--- src/serial_char_pkg.sv ---
// package: register map, field layouts and modes of the serial character block
package serial_char_pkg;
  localparam logic [11:0] CMD_OFS = 12'h000;
  localparam logic [11:0] MODE_OFS = 12'h004;
  localparam logic [11:0] STATUS_OFS = 12'h008;
  localparam logic [11:0] RXDATA_OFS = 12'h00C;
  localparam logic [11:0] TXHOLD_OFS = 12'h010;
  localparam logic [11:0] GUARD_OFS = 12'h014;
  localparam logic [11:0] IDLE_OFS = 12'h018;
  localparam logic [11:0] BAUD_OFS = 12'h01C;
  // command bit positions
  localparam int CMD_TXEN = 0;
  localparam int CMD_RXEN = 1;
  localparam int CMD_CLRSTA = 2;
  localparam int CMD_SEND_ADDRESS_CMD = 3;
  localparam int CMD_ARM = 4;
  localparam int CMD_RELOAD = 5;
  // parity select encodings
  localparam logic [2:0] PAR_EVEN = 3'h0;
  localparam logic [2:0] PAR_ODD = 3'h1;
  localparam logic [2:0] PAR_SPACE = 3'h2;
  localparam logic [2:0] PAR_MARK = 3'h3;
  localparam logic [2:0] PAR_NONE = 3'h4;
  localparam logic [2:0] PAR_MDROP0 = 3'h6;
  localparam logic [2:0] PAR_MDROP1 = 3'h7;
  localparam logic [15:0] BAUD_RESET = 16'h0010;
  localparam logic [3:0] OVERSAMPLE = 4'hF;
  localparam logic [3:0] HALF_SAMPLE = 4'h7;
  localparam logic [3:0] DATA_BITS = 4'h8;
  typedef struct packed {
    logic timeout;
    logic frameErr;
    logic rxBreak;
    logic parityErr;
    logic rxReady;
    logic txAllDone;
    logic txHoldingFree;
  } status_t;
endpackage

--- src/serial_char_parity_timeguard_timeout.sv ---
// serial transceiver: parity, multidrop, timeguard, idle time-out, framing
// Operation
// even parity: bit is 0 for even count of ones, 1 for odd
// odd parity: bit is 1 for even count of ones, 0 for odd
// receiver flags parity bit breaking the even/odd rule
// mark parity sends 1; receiving 0 is a parity error
// space parity sends 0; receiving 1 is a parity error
// no parity: no bit sent, never a parity error
// parity error flag sticks until clear-status command
// parity encodings 6 and 7 select multidrop operation
// multidrop sends data with ninth bit 0, address with 1
// multidrop receiver flags parity error on high ninth bit
// send-address command makes next written character go out as address
// zero guard time adds no idle time
// nonzero guard holds line high that many extra bit periods
// holding-free stays low through guard if a character waits
// all-done flag stays low until guard time ends
// zero idle limit disables time-out, flag stays 0
// idle counter loads limit, counts bit periods, reloads per character
// counter reaching zero raises time-out flag
// arm command stops counting until the next character arrives
// reload command reloads and counts at once, no character needed
// stop bit sampled low is a framing error
// framing flag set mid stop bit, cleared by clear-status
// all-zero character with low stop is a break, not framing error; code also needs the parity bit low when parity is on
// restart commands clear time-out flag; guard field is eight bits
`timescale 1ns/100ps
module serial_char_parity_timeguard_timeout #(
  parameter int IDLE_W = 16,
  parameter int GUARD_W = 8
) (
  input wire logic clock,
  input wire logic rst_n,
  input wire logic psel,
  input wire logic penable,
  input wire logic pwrite,
  input wire logic [11:0] paddr,
  input wire logic [31:0] pwdata,
  output logic [31:0] prdata,
  output logic pready,
  output logic pslverr,
  input wire logic rxLine,
  output logic txLine
);
  // ----------------------------------------------------------------
  // register bus
  // ----------------------------------------------------------------
  logic wrStb;
  logic rdStb;
  logic [2:0] paritySelect_reg;
  logic [GUARD_W-1:0] guardTime_reg;
  logic [IDLE_W-1:0] idleLimit_reg;
  logic [15:0] baudDiv_reg;
  logic txEnable_reg;
  logic rxEnable_reg;
  logic sendAddr_reg;
  logic [7:0] holdData_reg;
  logic holdAddr_reg;
  logic holdFull_reg;
  logic [7:0] rxData_reg;
  serial_char_pkg::status_t status;
  logic cmdWr;
  logic clearStatus;
  logic armCmd;
  logic reloadCmd;

  assign wrStb = psel && penable && pwrite;
  assign rdStb = psel && penable && !pwrite;
  assign pready = 1'b1;
  assign cmdWr = wrStb && paddr == serial_char_pkg::CMD_OFS;
  assign clearStatus = cmdWr && pwdata[serial_char_pkg::CMD_CLRSTA];
  assign armCmd = cmdWr && pwdata[serial_char_pkg::CMD_ARM];
  assign reloadCmd = cmdWr && pwdata[serial_char_pkg::CMD_RELOAD];
  assign pslverr = psel && penable &&
    (paddr > serial_char_pkg::BAUD_OFS || paddr[1:0] != 2'h0);

  always_ff @(posedge clock or negedge rst_n) begin
    if (!rst_n) begin
      paritySelect_reg <= serial_char_pkg::PAR_EVEN;
      guardTime_reg <= '0;
      idleLimit_reg <= '0;
      baudDiv_reg <= serial_char_pkg::BAUD_RESET;
      txEnable_reg <= 1'b0;
      rxEnable_reg <= 1'b0;
    end else if (wrStb) begin
      case (paddr)
        serial_char_pkg::MODE_OFS: paritySelect_reg <= pwdata[2:0];
        serial_char_pkg::GUARD_OFS: guardTime_reg <= pwdata[GUARD_W-1:0];
        serial_char_pkg::IDLE_OFS: idleLimit_reg <= pwdata[IDLE_W-1:0];
        serial_char_pkg::BAUD_OFS: baudDiv_reg <= pwdata[15:0];
        serial_char_pkg::CMD_OFS: begin
          txEnable_reg <= pwdata[serial_char_pkg::CMD_TXEN];
          rxEnable_reg <= pwdata[serial_char_pkg::CMD_RXEN];
        end
        default: begin
        end
      endcase
    end
  end

  always_ff @(posedge clock or negedge rst_n) begin
    if (!rst_n) begin
      prdata <= '0;
    end else if (psel && !penable && !pwrite) begin
      case (paddr)
        serial_char_pkg::MODE_OFS: prdata <= {29'h0, paritySelect_reg};
        serial_char_pkg::STATUS_OFS: prdata <= {25'h0, status};
        serial_char_pkg::RXDATA_OFS: prdata <= {24'h0, rxData_reg};
        serial_char_pkg::GUARD_OFS:
          prdata <= {{(32-GUARD_W){1'b0}}, guardTime_reg};
        serial_char_pkg::IDLE_OFS:
          prdata <= {{(32-IDLE_W){1'b0}}, idleLimit_reg};
        serial_char_pkg::BAUD_OFS: prdata <= {16'h0, baudDiv_reg};
        default: prdata <= '0;
      endcase
    end
  end

  // ----------------------------------------------------------------
  // baud ticks: 16 samples a bit
  // ----------------------------------------------------------------
  logic [15:0] baudCnt_reg;
  logic sampleTick;
  logic [3:0] txSub_reg;
  logic bitTick;
  assign sampleTick = baudCnt_reg == '0;
  assign bitTick = sampleTick && txSub_reg == '0;
  always_ff @(posedge clock or negedge rst_n) begin
    if (!rst_n) begin
      baudCnt_reg <= '0;
    end else if (sampleTick) begin
      baudCnt_reg <= baudDiv_reg - 16'h0001;
    end else begin
      baudCnt_reg <= baudCnt_reg - 16'h0001;
    end
  end
  always_ff @(posedge clock or negedge rst_n) begin
    if (!rst_n) begin
      txSub_reg <= '0;
    end else if (sampleTick) begin
      txSub_reg <= txSub_reg - 4'h1;
    end
  end

  // ----------------------------------------------------------------
  // parity generation
  // ----------------------------------------------------------------
  function automatic logic parityOf(input logic [2:0] sel,
                                    input logic [7:0] d, input logic addr);
    logic p;
    p = 1'b0;
    case (sel)
      serial_char_pkg::PAR_EVEN: p = ^d;
      serial_char_pkg::PAR_ODD: p = ~^d;
      serial_char_pkg::PAR_MARK: p = 1'b1;
      serial_char_pkg::PAR_SPACE: p = 1'b0;
      serial_char_pkg::PAR_MDROP0, serial_char_pkg::PAR_MDROP1: p = addr;
      default: p = 1'b0;
    endcase
    return p;
  endfunction

  // ----------------------------------------------------------------
  // transmitter
  // ----------------------------------------------------------------
  typedef enum logic [5:0] {
    TX_IDLE = 6'h01, TX_START = 6'h02, TX_DATA = 6'h04,
    TX_PARITY = 6'h08, TX_STOP = 6'h10, TX_GUARD = 6'h20
  } tx_state_t;
  tx_state_t txState_reg;
  logic [7:0] txShift_reg;
  logic txPar_reg;
  logic [3:0] txBit_reg;
  logic [GUARD_W-1:0] guardCnt_reg;
  logic holdWrite;
  logic txLoad;
  logic parityOn;
  assign parityOn = paritySelect_reg != serial_char_pkg::PAR_NONE &&
                    paritySelect_reg != 3'h5;
  // a write while the holding slot is full is dropped
  assign holdWrite = wrStb && paddr == serial_char_pkg::TXHOLD_OFS &&
                     txEnable_reg && !holdFull_reg;
  assign txLoad = bitTick && holdFull_reg && txState_reg == TX_IDLE;
  logic stopLoad;
  assign stopLoad = bitTick && holdFull_reg &&
    (txState_reg == TX_STOP ? guardTime_reg == '0 :
     txState_reg == TX_GUARD && guardCnt_reg == '0);

  always_ff @(posedge clock or negedge rst_n) begin
    if (!rst_n) begin
      sendAddr_reg <= 1'b0;
    end else if (cmdWr && pwdata[serial_char_pkg::CMD_SEND_ADDRESS_CMD]) begin
      sendAddr_reg <= 1'b1;
    end else if (holdWrite) begin
      sendAddr_reg <= 1'b0;
    end
  end

  always_ff @(posedge clock or negedge rst_n) begin
    if (!rst_n) begin
      holdFull_reg <= 1'b0;
      holdData_reg <= '0;
      holdAddr_reg <= 1'b0;
    end else if (holdWrite) begin
      holdFull_reg <= 1'b1;
      holdData_reg <= pwdata[7:0];
      holdAddr_reg <= sendAddr_reg;
    end else if (txLoad || stopLoad) begin
      holdFull_reg <= 1'b0;
    end
  end

  always_ff @(posedge clock or negedge rst_n) begin
    if (!rst_n) begin
      txState_reg <= TX_IDLE;
      txShift_reg <= '0;
      txPar_reg <= 1'b0;
      txBit_reg <= '0;
      guardCnt_reg <= '0;
      txLine <= 1'b1;
    end else if (bitTick) begin
      case (txState_reg)
        TX_IDLE: begin
          txLine <= 1'b1;
          if (holdFull_reg) begin
            txShift_reg <= holdData_reg;
            txPar_reg <= parityOf(paritySelect_reg, holdData_reg,
                                  holdAddr_reg);
            txLine <= 1'b0;
            txState_reg <= TX_START;
          end
        end
        TX_START: begin
          txLine <= txShift_reg[0];
          txShift_reg <= {1'b0, txShift_reg[7:1]};
          txBit_reg <= serial_char_pkg::DATA_BITS - 4'h1;
          txState_reg <= TX_DATA;
        end
        TX_DATA: begin
          if (txBit_reg != '0) begin
            txLine <= txShift_reg[0];
            txShift_reg <= {1'b0, txShift_reg[7:1]};
            txBit_reg <= txBit_reg - 4'h1;
          end else if (parityOn) begin
            txLine <= txPar_reg;
            txState_reg <= TX_PARITY;
          end else begin
            txLine <= 1'b1;
            txState_reg <= TX_STOP;
          end
        end
        TX_PARITY: begin
          txLine <= 1'b1;
          txState_reg <= TX_STOP;
        end
        TX_STOP, TX_GUARD: begin
          txLine <= 1'b1;
          if (txState_reg == TX_STOP && guardTime_reg != '0) begin
            guardCnt_reg <= guardTime_reg - 1'b1;
            txState_reg <= TX_GUARD;
          end else if (txState_reg == TX_GUARD && guardCnt_reg != '0) begin
            guardCnt_reg <= guardCnt_reg - 1'b1;
          end else if (holdFull_reg) begin
            txShift_reg <= holdData_reg;
            txPar_reg <= parityOf(paritySelect_reg, holdData_reg,
                                  holdAddr_reg);
            txLine <= 1'b0;
            txState_reg <= TX_START;
          end else begin
            txState_reg <= TX_IDLE;
          end
        end
        default: txState_reg <= TX_IDLE;
      endcase
    end
  end

  assign status.txHoldingFree = txEnable_reg && !holdFull_reg;
  assign status.txAllDone = txEnable_reg && !holdFull_reg &&
                            txState_reg == TX_IDLE;

  // ----------------------------------------------------------------
  // receiver
  // ----------------------------------------------------------------
  typedef enum logic [4:0] {
    RX_IDLE = 5'h01, RX_START = 5'h02, RX_DATA = 5'h04,
    RX_PARITY = 5'h08, RX_STOP = 5'h10
  } rx_state_t;
  rx_state_t rxState_reg;
  logic [3:0] rxSub_reg;
  logic [3:0] rxBit_reg;
  logic [7:0] rxShift_reg;
  logic rxPar_reg;
  logic rxMid;
  logic rxDone;
  logic parErrEvt;
  logic frameEvt;
  logic breakEvt;
  logic rxReady_reg;
  logic parErr_reg;
  logic frameErr_reg;
  logic rxBreak_reg;
  assign rxMid = sampleTick && rxSub_reg == '0;
  assign rxDone = rxMid && rxState_reg == RX_STOP;

  always_ff @(posedge clock or negedge rst_n) begin
    if (!rst_n) begin
      rxState_reg <= RX_IDLE;
      rxSub_reg <= '0;
      rxBit_reg <= '0;
      rxShift_reg <= '0;
      rxPar_reg <= 1'b0;
    end else if (sampleTick) begin
      rxSub_reg <= rxSub_reg - 4'h1;
      case (rxState_reg)
        RX_IDLE: begin
          if (rxEnable_reg && !rxLine) begin
            rxSub_reg <= serial_char_pkg::HALF_SAMPLE;
            rxState_reg <= RX_START;
          end
        end
        RX_START: begin
          if (rxSub_reg == '0) begin
            rxSub_reg <= serial_char_pkg::OVERSAMPLE;
            rxBit_reg <= serial_char_pkg::DATA_BITS - 4'h1;
            rxState_reg <= rxLine ? RX_IDLE : RX_DATA;
          end
        end
        RX_DATA: begin
          if (rxSub_reg == '0) begin
            rxShift_reg <= {rxLine, rxShift_reg[7:1]};
            rxBit_reg <= rxBit_reg - 4'h1;
            if (rxBit_reg == '0) begin
              rxState_reg <= parityOn ? RX_PARITY : RX_STOP;
            end
          end
        end
        RX_PARITY: begin
          if (rxSub_reg == '0) begin
            rxPar_reg <= rxLine;
            rxState_reg <= RX_STOP;
          end
        end
        RX_STOP: begin
          if (rxSub_reg == '0) begin
            rxState_reg <= RX_IDLE;
          end
        end
        default: rxState_reg <= RX_IDLE;
      endcase
    end
  end

  always_comb begin
    parErrEvt = 1'b0;
    if (rxDone) begin
      case (paritySelect_reg)
        serial_char_pkg::PAR_EVEN:
          parErrEvt = rxPar_reg != ^rxShift_reg;
        serial_char_pkg::PAR_ODD:
          parErrEvt = rxPar_reg != ~^rxShift_reg;
        serial_char_pkg::PAR_MARK: parErrEvt = !rxPar_reg;
        serial_char_pkg::PAR_SPACE: parErrEvt = rxPar_reg;
        serial_char_pkg::PAR_MDROP0, serial_char_pkg::PAR_MDROP1:
          parErrEvt = rxPar_reg;
        default: parErrEvt = 1'b0;
      endcase
    end
  end
  assign breakEvt = rxDone && !rxLine && rxShift_reg == '0 &&
                    (!parityOn || !rxPar_reg);
  assign frameEvt = rxDone && !rxLine && !breakEvt;

  // set wins over clear on the parity, framing and break flags
  always_ff @(posedge clock or negedge rst_n) begin
    if (!rst_n) begin
      parErr_reg <= 1'b0;
      frameErr_reg <= 1'b0;
      rxBreak_reg <= 1'b0;
    end else begin
      parErr_reg <= parErrEvt || (parErr_reg && !clearStatus);
      frameErr_reg <= frameEvt || (frameErr_reg && !clearStatus);
      rxBreak_reg <= breakEvt || (rxBreak_reg && !clearStatus);
    end
  end

  always_ff @(posedge clock or negedge rst_n) begin
    if (!rst_n) begin
      rxData_reg <= '0;
      rxReady_reg <= 1'b0;
    end else if (rxDone) begin
      rxData_reg <= rxShift_reg;
      rxReady_reg <= 1'b1;
    end else if (rdStb && paddr == serial_char_pkg::RXDATA_OFS) begin
      rxReady_reg <= 1'b0;
    end
  end

  // ----------------------------------------------------------------
  // idle time-out
  // ----------------------------------------------------------------
  logic [IDLE_W-1:0] idleCnt_reg;
  logic idleRun_reg;
  logic timeout_reg;
  logic idleZero;
  assign idleZero = idleRun_reg && bitTick && idleCnt_reg == 1;
  always_ff @(posedge clock or negedge rst_n) begin
    if (!rst_n) begin
      idleCnt_reg <= '0;
      idleRun_reg <= 1'b0;
    end else if (idleLimit_reg == '0) begin
      idleRun_reg <= 1'b0;
    end else if (reloadCmd || rxDone) begin
      idleCnt_reg <= idleLimit_reg;
      idleRun_reg <= 1'b1;
    end else if (armCmd) begin
      idleCnt_reg <= idleLimit_reg;
      idleRun_reg <= 1'b0;
    end else if (idleRun_reg && bitTick) begin
      idleCnt_reg <= idleCnt_reg - 1'b1;
      if (idleZero) begin
        idleRun_reg <= 1'b0;
      end
    end
  end
  always_ff @(posedge clock or negedge rst_n) begin
    if (!rst_n) begin
      timeout_reg <= 1'b0;
    end else if (idleLimit_reg == '0) begin
      timeout_reg <= 1'b0;
    end else begin
      timeout_reg <= (idleZero && !armCmd && !reloadCmd && !rxDone) ||
                     (timeout_reg && !armCmd && !reloadCmd);
    end
  end

  assign status.timeout = timeout_reg;
  assign status.frameErr = frameErr_reg;
  assign status.rxBreak = rxBreak_reg;
  assign status.parityErr = parErr_reg;
  assign status.rxReady = rxReady_reg;
endmodule // serial_char_parity_timeguard_timeout

--- config.mk ---
export PLATFORM = sky130hd
export DESIGN_NAME = serial_char_parity_timeguard_timeout
export DESIGN_NICKNAME = d
export VERILOG_FILES = /design/src/serial_char_pkg.sv /design/src/serial_char_parity_timeguard_timeout.sv
export SDC_FILE = /design/constraint.sdc
export NUM_CORES = 1
export LEC_CHECK = 0
export ABC_CLOCK_PERIOD_IN_PS = 3300
export CAP_MARGIN = 10
export CELL_PAD_IN_SITES_DETAIL_PLACEMENT = 1
export CELL_PAD_IN_SITES_GLOBAL_PLACEMENT = 2
export CORE_ASPECT_RATIO = 1.2
export CORE_UTILIZATION = 35
export CTS_CLUSTER_DIAMETER = 120
export CTS_CLUSTER_SIZE = 40
export DETAILED_ROUTE_END_ITERATION = 8
export DONT_BUFFER_PORTS = 1
export PLACE_DENSITY_LB_ADDON = 0.12
export SLEW_MARGIN = 10
export SYNTH_ARGS = -nofsm -noshare
export SYNTH_HDL_FRONTEND = slang
export SYNTH_SLANG_ARGS = --single-unit
--- constraint.sdc ---
create_clock -name clock -period 3.3 [get_ports clock]
set_input_delay 0.165 -clock clock [delete_from_list [all_inputs] [get_ports clock]]
set_output_delay 0.165 -clock clock [all_outputs]
set_load 0.01 [all_outputs]
==> results of run 1 <==
==> layer usage <==
metal	global-route usage	share of wire	routed length, um	up-vias
li1	-	-	-	3608
met1	0.296	0.47	13100	3798
met2	0.352	0.48	13400	93
met3	0.0362	0.032	897	25
met4	0.0700	0.017	486	0
met5	0	0	0	-
==> metrics by stage <==
step,instances,util
floorplan,1007,-
global placement,1304,0.370
detailed placement,1304,0.370
CTS,1360,0.402
global route,1360,0.402
finish,1360,0.402
==> cells in the mapped netlist, types with 5 or more instances <==
| library cell | number | share of area |
|---|---|---|
| nand2_1 | 106 | 0.043 |
| nand3_1 | 26 | 0.014 |
| ha_1 | 13 | 0.017 |
| xor2_1 | 10 | 0.0094 |
| clkbuf_1 | 44 | 0.018 |
| dfrtp_1 | 168 | 0.45 |
| nand3b_1 | 6 | 0.0048 |
| mux2_2 | 70 | 0.085 |
| nor2_1 | 88 | 0.035 |
| a22oi_1 | 13 | 0.010 |
| a21oi_1 | 58 | 0.031 |
| nor3b_1 | 5 | 0.0040 |
| xnor2_1 | 17 | 0.016 |
| or3_1 | 14 | 0.0094 |
| nor4_1 | 17 | 0.011 |
| o211ai_1 | 5 | 0.0040 |
| inv_1 | 29 | 0.012 |
| mux2i_1 | 12 | 0.013 |
| nor3_1 | 41 | 0.022 |
| and3_1 | 5 | 0.0034 |
| o31ai_1 | 5 | 0.0040 |
| nand4_1 | 13 | 0.0087 |
| nand2b_1 | 9 | 0.0060 |
| o21ai_0 | 94 | 0.051 |
| buf_4 | 17 | 0.014 |
| a31oi_1 | 8 | 0.0054 |
| a21o_1 | 6 | 0.0048 |
==> worst max-delay path by stage <==
stage | to | slack [ns] | startpoint | cells after the start
after CTS | guardCnt_reg[6]$_DFFE_PN0P_ | 0.26 | txState_reg[1]$_DFFE_PN0P_ | 9
after detailed placement | guardCnt_reg[6]$_DFFE_PN0P_ | 0.27 | txState_reg[1]$_DFFE_PN0P_ | 9
after floorplan | baudCnt_reg[10]$_DFF_PN0_ | 0.23 | baudCnt_reg[1]$_DFF_PN0_ | 12
after global placement | guardCnt_reg[6]$_DFFE_PN0P_ | 0.31 | txState_reg[1]$_DFFE_PN0P_ | 9
final | guardCnt_reg[6]$_DFFE_PN0P_ | 0.28 | txState_reg[1]$_DFFE_PN0P_ | 9
after global routing | guardCnt_reg[6]$_DFFE_PN0P_ | 0.001 | txState_reg[1]$_DFFE_PN0P_ | 9
==> layout by cell type, fill, tap and decap left out, types with 9 or more instances in the layout <==
cell type      synthesis  final
a21oi_1               58     58
a22oi_1               13     13
buf_4                 17     27
clkbuf_16              0     17
conb_1                 2     17
dfrtp_1              168    168
dlygate4sd3_1          0     24
ha_1                  13     13
inv_1                 29     29
mux2_2                70     70
mux2i_1               12     12
nand2_1              106    106
nand2b_1               9      9
nand3_1               26     26
nand4_1               13     13
nor2_1                88     88
nor3_1                41     40
nor4_1                17     16
o21ai_0               94     94
or3_1                 14     14
xnor2_1               17     17
xor2_1                10     10
==> critical path: cells and delay by family (launching register included) <==
| family | cells | cell delay, ns |
|---|---|---|
| mux | 1 | 0.25 |
| flops | 1 | 0.44 |
| compound gates | 4 | 0.76 |
| fa+ha+maj | 1 | 0.34 |
| simple gates | 3 | 1.11 |
==> cells by family (layout without fill, tap and decap cells) <==
| family | Yosys count | in the layout | share of synthesized area |
|---|---|---|---|
| AO/OA/AOI/OAI | 239 | 239 | 0.157 |
| adder cells (fa/ha/maj) | 13 | 13 | 0.0175 |
| other | 2 | 17 | 0.000807 |
| multiplexers | 82 | 82 | 0.0976 |
| XOR/XNOR | 27 | 27 | 0.0254 |
| buffers and inverters | 94 | 112 | 0.0453 |
| flip-flops | 172 | 172 | 0.463 |
| AND/OR/NAND/NOR | 363 | 363 | 0.194 |
==> final cells by class <==
class,instances,area (sq um),area share
clock buffers,21,460,0.0437
clock inverters,11,143,0.0135
inverters,29,109,0.0103
multi-input cells,741,4650,0.441
flip-flops and latches,172,4310,0.409
well taps,335,419,0.0398
repair buffers,51,443,0.0421
==> report_power, final <==
group,internal [mW],switching (mW),leakage [nW],total (mW)
logic,0.0325,0.0491,1.91,0.0816
clock network,1.23,0.886,0.281,2.11
registers,2.12,0.0112,2.23,2.13
total,3.38,0.946,4.42,4.32
==> qor.csv, run 1 <==
stage;metric;value;unit
route;wire_per_inst;20.5;um
synthesis;syn_area_per_cell;9.38;sq um
layout;area_growth;13.1;%
floorplan;initial_utilization;0.355;
worst_hold_path;min_path_type;in -> async;
global_route;grt_pass1_wl;45200;um
synthesis;syn_inst;992;
worst_setup_path;endpoint_kind;flip-flop;
sta;period_needed;3.02;ns
synthesis;synth-seq-area-share;0.463;
placed_design;portBuffers;0;
route;drtAntennaViolNets;0;
route;firstDrtPassIters;4;
pwr;power_leakage;4.42;nW
clock_tree;tritoncts;yes;
pwr;peakVddDrop;0.270;mV
worst_setup_path;r2r-start;txState_reg[1]$_DFFE_PN0P_;
clock_tree;clk_latency;0.44;ns
route;vias_per_cell;5.53;
placed_design;dp_hpwl;19900;um
sta;post-route-period-util;0.914;
global_route;grt_usage;0.219;
worst_setup_path;slowest_delay;0.64;ns
layout;nNetsFinal;1075;
clock_tree;post_cts_buffers;0;
floorplan;dieHeight;181;um
sta;max-slew-margin-rel;0.449;
clock_tree;clk_pin_slew;0.07;ns
synthesis;synth_edf_count;0;
layout;drive_above_1_share;0.140;
run;max_cap_viol_count;0;
pwr;power.density;410;nW/um^2
sta;fin_skew;0.0114;ns
route;wl;27900;um
worst_setup_path;cp_slowest_cell;or4_1;
sta;finalHoldViolations;172;
clock_tree;cts_max_path_buffers;2;
route;drtIter0Drc;333;
placed_design;place_congestion;0.811;
worst_setup_path;crit_type;reg -> reg;
status;outcome;finished with violations;
placed_design;place_ws;0.268;ns
global_route;grt.overflow.total;0;
sta;timing.hold.ws;-0.588;ns
sta;fin_ws;0.283;ns
worst_setup_path;reg2reg_setup_slack;0.28;ns
clock_tree;clockRootBuffer;clkbuf_16;
sta;rsz0062_at_grt;no;
worst_setup_path;critPathMaxFanout;9;
sta;tightest_slew;0.826;ns
layout;antenna_cells;0;
worst_setup_path;r2r_cells;9;
pwr;totalPowerFinal;4.32;mW
floorplan;fp.dieW;151;um
worst_setup_path;crit_required;3.62;ns
synthesis;async_flop_share;1.00;
route;drc_errors;0;
layout;nFillCells;3004;
clock_tree;ctsHoldBuffers;24;
route;routed-via-count;7524;
global_route;grt_max_degree;173;
synthesis;synth_ff_type;dfrtp_1;
clock_tree;cts_buffers;17;
global_route;grt_pass1_vias;7887;
synthesis;synth-seq-cells;172;
worst_setup_path;crit_arrival;3.34;ns
floorplan;dieArea;27300;sq um
placed_design;postPlaceCellArea;9690;sq um
floorplan;row_count;65;
sta;setup_tns;0;ns
sta;drv_slew;0;
floorplan;ioPinCount;85;
synthesis;synth_cell_types;71;
global_route;antenna_found_initial;0;
worst_setup_path;crit_path_frequent_cell;o21ai_0;
worst_setup_path;crit_chain;or4_1 > or2_2 > a21o_1 > mux2i_1 > ha_1 > nand3_1 > o31a_1 > o21ai_0 > o21ai_0;
synthesis;synth-warning-count;0;
status;violations;hold timing;
synthesis;syn_area;9310;sq um
clock_tree;cts_num_sinks;172;
sta;setup_viol;0;
worst_setup_path;start_kind;flip-flop;
floorplan;core;26200;sq um
clock_tree;h-tree-depth;4;
worst_setup_path;regToRegEndpoint;guardCnt_reg[6]$_DFFE_PN0P_;
sta;fmax;0.331;GHz
clock_tree;cts_resized;0;
layout;final_area;10500;sq um
Note: power is estimated with default switching activity, not from simulation.
==> inputs of run 2 (changes only) <==
--- a/config.mk
+++ b/config.mk
@@ -5,7 +5,7 @@
 export SDC_FILE = /design/constraint.sdc
 export NUM_CORES = 1
 export LEC_CHECK = 0
-export ABC_CLOCK_PERIOD_IN_PS = 3300
+export ABC_CLOCK_PERIOD_IN_PS = 3220
 export CAP_MARGIN = 10
 export CELL_PAD_IN_SITES_DETAIL_PLACEMENT = 1
 export CELL_PAD_IN_SITES_GLOBAL_PLACEMENT = 2
==> constraint.sdc (replaced) <==
create_clock -name clock -period 3.22 [get_ports clock]
set_input_delay 0.161 -clock clock [delete_from_list [all_inputs] [get_ports clock]]
set_output_delay 0.161 -clock clock [all_outputs]
set_load 0.01 [all_outputs]
==> qor.csv, run 2 (synthesis results as in run 1) <==
stage;metric;value;unit;change
route;routed-via-count;7470;;-0.72%
placed_design;dp_hpwl;19800;um;-0.74%
sta;rsz0062_at_grt;no;;
clock_tree;post_cts_buffers;0;;unchanged
route;firstDrtPassIters;5;;+1
worst_setup_path;crit_required;3.53;ns;-0.09 ns
placed_design;postPlaceCellArea;9720;sq um;+0.39%
status;violations;hold timing;;
route;drtAntennaViolNets;0;;unchanged
global_route;grt_pass1_vias;7739;;-1.9%
clock_tree;cts_max_path_buffers;2;;unchanged
layout;final_area;10600;sq um;+0.43%
pwr;peakVddDrop;0.255;mV;-5.7%
worst_setup_path;crit_path_frequent_cell;o21ai_0;;
status;outcome;finished with violations;;
clock_tree;h-tree-depth;4;;unchanged
sta;drv_slew;0;;unchanged
route;drc_errors;0;;unchanged
sta;period_needed;2.92;ns;-0.0995 ns
clock_tree;ctsHoldBuffers;21;;-13%
floorplan;core;26200;sq um;unchanged
layout;nNetsFinal;1077;;+0.19%
placed_design;place_ws;0.310;ns;+0.0422 ns
route;vias_per_cell;5.48;;-0.86%
layout;final_cell_mix;dfrtp_1 (168), nand2_1 (106), o21ai_0 (94), nor2_1 (88), mux2_2 (70);;
sta;post-route-period-util;0.906;;-0.00818
sta;max-slew-margin-rel;0.406;;-0.0426
global_route;grt.overflow.total;0;;unchanged
layout;post-route-util;0.404;;+0.00172
sta;fmax;0.343;GHz;+3.4%
global_route;grt_usage;0.217;;-0.00124
worst_setup_path;cp_slowest_cell;or4_1;;
route;wl;27700;um;-0.66%
worst_setup_path;crit_arrival;3.23;ns;-0.11 ns
placed_design;portBuffers;0;;unchanged
floorplan;initial_utilization;0.355;;unchanged
clock_tree;tritoncts;yes;;
pwr;power_leakage;4.46;nW;+1.0%
clock_tree;clockRootBuffer;clkbuf_16;;
clock_tree;cts_num_sinks;172;;unchanged
clock_tree;clk_latency;0.44;ns;about the same
global_route;grt_max_degree;173;;unchanged
worst_setup_path;start_kind;flip-flop;;
sta;fin_skew;0.0144;ns;+0.00302 ns
worst_setup_path;slowest_delay;0.55;ns;-0.09 ns
global_route;antenna_found_initial;0;;unchanged
floorplan;ioPinCount;85;;unchanged
clock_tree;clk_pin_slew;0.07;ns;about the same
sta;fin_ws;0.303;ns;+0.0195 ns
layout;drive_above_1_share;0.143;;+0.00376
floorplan;dieHeight;181;um;unchanged
run;max_cap_viol_count;0;;unchanged
floorplan;fp.dieW;151;um;unchanged
worst_setup_path;crit_type;reg -> reg;;
sta;setup_viol;0;;unchanged
sta;setup_tns;0;ns;unchanged
layout;area_growth;13.6;%;
clock_tree;cts_buffers;17;;unchanged
pwr;totalPowerFinal;4.56;mW;+5.5%
worst_setup_path;crit_chain;or4_1 > or2_2 > a21o_1 > mux2i_1 > ha_1 > nand3_1 > o31a_1 > o21ai_0 > o21ai_0;;
floorplan;dieArea;27300;sq um;unchanged
sta;finalHoldViolations;172;;unchanged
layout;layout_commonest_cell;dfrtp_1;;
sta;tightest_slew;0.890;ns;+0.0640 ns
worst_setup_path;critPathMaxFanout;9;;unchanged
pwr;power.density;431;nW/um^2;+5.0%
global_route;grt_pass1_wl;45000;um;-0.53%
route;drtIter0Drc;322;;-3.3%
sta;timing.hold.ws;-0.583;ns;+0.00555 ns
route;wire_per_inst;20.3;um;-0.81%
worst_setup_path;endpoint_kind;flip-flop;;
clock_tree;cts_resized;0;;unchanged
worst_hold_path;min_path_type;in -> async;;
floorplan;row_count;65;;unchanged
placed_design;place_congestion;0.779;;-3.9%
[run 2: cell count changes in the layout (fill, tap and decap cells not counted), sizes merged]
cell,before,now
bufinv,3,5
inv,29,30
clkbuf,21,20
diode,0,1
clkinvlp,5,3
buf,27,32
dlygate4sd3,24,21
clkinv,3,2
[run 2: final cells by class]
cell class                 instances  area (sq um)
clock buffer                      20           447
inverter                          29           109
timing repair buffer              53           450
clock inverter                    11           191
sequential                       172          4310
multi-input combinational        741          4650
fill                            3001         15600
antenna                            1          2.50
tap                              335           419
[run 2: path summary, 6_finish.rpt]
| kind | depth (start not counted) | startpoint | slack (ns) | to |
|---|---|---|---|---|
| min reg2reg | 1 | txSub_reg[3]$_DFFE_PN0P_ | 0.47 | txSub_reg[3]$_DFFE_PN0P_ |
| max in group asynchronous | 0 | rst_n | 3.54 | rxState_reg[0]$_DFFE_PN1P_ |
| min | 0 | rst_n | -0.58 | idleCnt_reg[10]$_DFFE_PN0P_ |
| max reg2reg | 9 | txState_reg[1]$_DFFE_PN0P_ | 0.30 | guardCnt_reg[6]$_DFFE_PN0P_ |
| max | 9 | txState_reg[1]$_DFFE_PN0P_ | 0.30 | guardCnt_reg[6]$_DFFE_PN0P_ |
| min in group clock | 3 | pwdata[5] | 0.02 | timeout_reg$_DFF_PN0_ |
[run 2: routing by layer]
metal | GRT usage | vias up | wire length (um)
met3 | 0.0443 | 20 | 947
met5 | 0 | - | 0
met1 | 0.291 | 3758 | 12800
li1 | - | 3592 | -
met4 | 0.0628 | 0 | 382
met2 | 0.351 | 100 | 13500
[run 2: metrics by stage]
step	hold WS [ns]	instances
after floorplan	-0.135	1007
after global placement	-0.128	1309
after detailed placement	-0.128	1309
after CTS	-0.599	1361
after global routing	-0.615	1361
final	-0.583	1362
[run 2: worst max-delay path: cells and delay by family, from the launching register on]
kind / cells / cell delay [ns]
flip-flops: 1 / 0.44
adder cells (fa/ha/maj): 1 / 0.34
multiplexers: 1 / 0.23
AO/OA/AOI/OAI: 4 / 0.78
AND/OR/NAND/NOR: 3 / 0.99
[run 2: report_power, final]
group | internal (mW) | switching, mW | total [mW]
logic | 0.0333 | 0.0510 | 0.0842
registers | 2.17 | 0.0110 | 2.18
clock network | 1.39 | 0.902 | 2.30
total | 3.60 | 0.964 | 4.56
==> inputs of run 3 (changes only) <==
--- a/config.mk
+++ b/config.mk
@@ -5,7 +5,7 @@
 export SDC_FILE = /design/constraint.sdc
 export NUM_CORES = 1
 export LEC_CHECK = 0
-export ABC_CLOCK_PERIOD_IN_PS = 3220
+export ABC_CLOCK_PERIOD_IN_PS = 2550
 export CAP_MARGIN = 10
 export CELL_PAD_IN_SITES_DETAIL_PLACEMENT = 1
 export CELL_PAD_IN_SITES_GLOBAL_PLACEMENT = 2
==> constraint.sdc (replaced) <==
create_clock -name clock -period 2.55 [get_ports clock]
set_input_delay 0.1275 -clock clock [delete_from_list [all_inputs] [get_ports clock]]
set_output_delay 0.1275 -clock clock [all_outputs]
set_load 0.01 [all_outputs]
==> qor.csv, run 3 (synthesis results as in run 1) <==
stage;metric;value;unit;change
status;outcome;finished with violations;;
status;violations;hold timing;;
worst_setup_path;crit_type;reg -> reg;;
sta;fin_skew;0.0104;ns;-0.00405 ns
layout;nFillCells;2988;;-0.43%
route;wl;28800;um;+3.9%
route;routed-via-count;7785;;+4.2%
clock_tree;cts_buffers;17;;unchanged
clock_tree;cts_max_path_buffers;2;;unchanged
placed_design;place_congestion;0.806;;+3.5%
floorplan;core;26200;sq um;unchanged
route;firstDrtPassIters;5;;unchanged
floorplan;fp.dieW;151;um;unchanged
sta;finalHoldViolations;172;;unchanged
route;drc_errors;0;;unchanged
route;wire_per_inst;20.2;um;-0.52%
global_route;busiest_layer;met2;;
layout;final_area;11200;sq um;+5.5%
clock_tree;ctsHoldBuffers;21;;unchanged
worst_setup_path;slowest_delay;0.58;ns;+0.03 ns
sta;fmax;0.403;GHz;+18%
clock_tree;h-tree-depth;4;;unchanged
worst_hold_path;min_path_type;in -> async;;
floorplan;ioPinCount;85;;unchanged
placed_design;postPlaceCellArea;10100;sq um;+4.2%
clock_tree;tritoncts;yes;;
worst_setup_path;crit_chain;or4_4 > nand2_4 > nor2_2 > or4b_4 > or3_4 > o211a_1 > a211o_1;;
layout;drive_above_1_share;0.217;;+0.0740
run;max_cap_viol_count;0;;unchanged
sta;setup_tns;0;ns;unchanged
sta;setup_viol;0;;unchanged
worst_setup_path;start_kind;flip-flop;;
pwr;power.density;486;nW/um^2;+13%
route;drtAntennaViolNets;0;;unchanged
global_route;grt_use_met2;0.362;;+0.0108
worst_setup_path;r2r-start;baudDiv_reg[2]$_DFFE_PN0P_;;
sta;drv_slew;0;;unchanged
sta;post-route-period-util;0.972;;+0.0662
clock_tree;cts_num_sinks;172;;unchanged
sta;tightest_slew;0.762;ns;-0.128 ns
worst_setup_path;regToRegEndpoint;baudCnt_reg[11]$_DFF_PN0_;;
placed_design;portBuffers;0;;unchanged
layout;area_growth;19.9;%;
sta;period_needed;2.48;ns;-0.438 ns
clock_tree;clk_latency;0.44;ns;about the same
route;vias_per_cell;5.47;;-0.18%
global_route;met1_usage;0.303;;+0.0126
floorplan;dieHeight;181;um;unchanged
layout;nNetsFinal;1136;;+5.5%
global_route;grt_max_degree;173;;unchanged
global_route;grt_pass1_wl;46700;um;+3.9%
route;drtIter0Drc;349;;+8.4%
placed_design;dp_hpwl;20600;um;+4.3%
floorplan;initial_utilization;0.355;;unchanged
worst_setup_path;crit_arrival;2.80;ns;-0.43 ns
global_route;grt_pass1_vias;8065;;+4.2%
global_route;grt_util_met3;0.0441;;-0.000253
floorplan;dieArea;27300;sq um;unchanged
pwr;peakVddDrop;0.437;mV;+72%
layout;layout_commonest_cell;dfrtp_1;;
worst_setup_path;crit_path_start;baudDiv_reg[2]$_DFFE_PN0P_;;
worst_setup_path;cp_slowest_cell;or4_4;;
sta;max-slew-margin-rel;0.492;;+0.0855
sta;timing.hold.ws;-0.611;ns;-0.0281 ns
global_route;grt_usage;0.225;;+0.00717
global_route;grt.overflow.total;0;;unchanged
sta;rsz0062_at_grt;yes;;
worst_setup_path;critPathMaxFanout;3;;-6
global_route;antenna_found_initial;1;;+1
clock_tree;clk_pin_slew;0.06;ns;about the same
worst_setup_path;r2r_cells;7;;-2
clock_tree;clockRootBuffer;clkbuf_16;;
layout;final_cell_mix;dfrtp_1 (167), nand2_1 (106), o21ai_0 (92), nor2_1 (86), buf_4 (86);;
worst_setup_path;crit_required;2.87;ns;-0.66 ns
floorplan;row_count;65;;unchanged
pwr;power_leakage;4.76;nW;+6.7%
worst_setup_path;endpoint_kind;flip-flop;;
worst_setup_path;reg2reg_setup_slack;0.07;ns;-0.23 ns
[run 3: metal layers]
layer,part of all wire,vias to the layer above
met2,0.48,85
li1,-,3725
met1,0.46,3949
met3,0.034,26
met4,0.017,0
met5,0,-
[run 3: per-stage QoR]
stage               utilization  power (mW)  worst slack [ns]  cells
global route              0.426        5.61           -0.0988   1421
floorplan                     -        2.88            -0.184   1007
detailed placement        0.387        2.87           -0.0228   1355
CTS                       0.417        5.50           -0.0246   1409
finish                    0.426        5.42            0.0709   1422
global placement          0.387        2.87          0.000116   1355
[run 3: power by group]
| group | leakage [nW] | total (mW) | internal (mW) | switching (mW) |
|---|---|---|---|---|
| clock network | 0.260 | 2.55 | 1.42 | 1.13 |
| registers | 2.23 | 2.75 | 2.74 | 0.00902 |
| logic | 2.27 | 0.122 | 0.0490 | 0.0733 |
[run 3: final cells by class]
type                    instances  area, sq um  area share
diodes                          1         2.50    0.000224
clock buffers                  22          474      0.0425
clock inverters                10         93.8     0.00841
inverters                      29          109     0.00976
multi-input cells             741         4810       0.431
flip-flops and latches        172         4310       0.386
well taps                     335          419      0.0376
repair buffers                112          938      0.0841
[run 3: critical path, delay by kind of cell, from the launching register on]
family	cells	cell delay (ns)
AO/OA/AOI/OAI	2	0.45
flip-flops	1	0.38
AND/OR/NAND/NOR	5	1.54
[run 3: worst max-delay path by stage]
| stage | to | cells after the start | slack, ns |
|---|---|---|---|
| final | baudCnt_reg[11]$_DFF_PN0_ | 7 | 0.07 |
| after global routing | baudCnt_reg[14]$_DFF_PN0_ | 13 | -0.1 |
| after CTS | baudCnt_reg[8]$_DFF_PN0_ | 13 | -0.02 |
| after detailed placement | baudCnt_reg[11]$_DFF_PN0_ | 7 | -0.02 |
| after global placement | baudCnt_reg[11]$_DFF_PN0_ | 7 | 0.0001 |
| after floorplan | baudCnt_reg[10]$_DFF_PN0_ | 12 | -0.18 |
[run 3: what timing repair did]
action | in CTS | in global routing
endpoints found under the setup margin | 3 | 39
gates cloned | 0 | 0
resized for setup | 2 | 30
setup buffers | 1 | 12
pin swaps | 2 | 15
endpoints found under the hold margin | 235 | 172
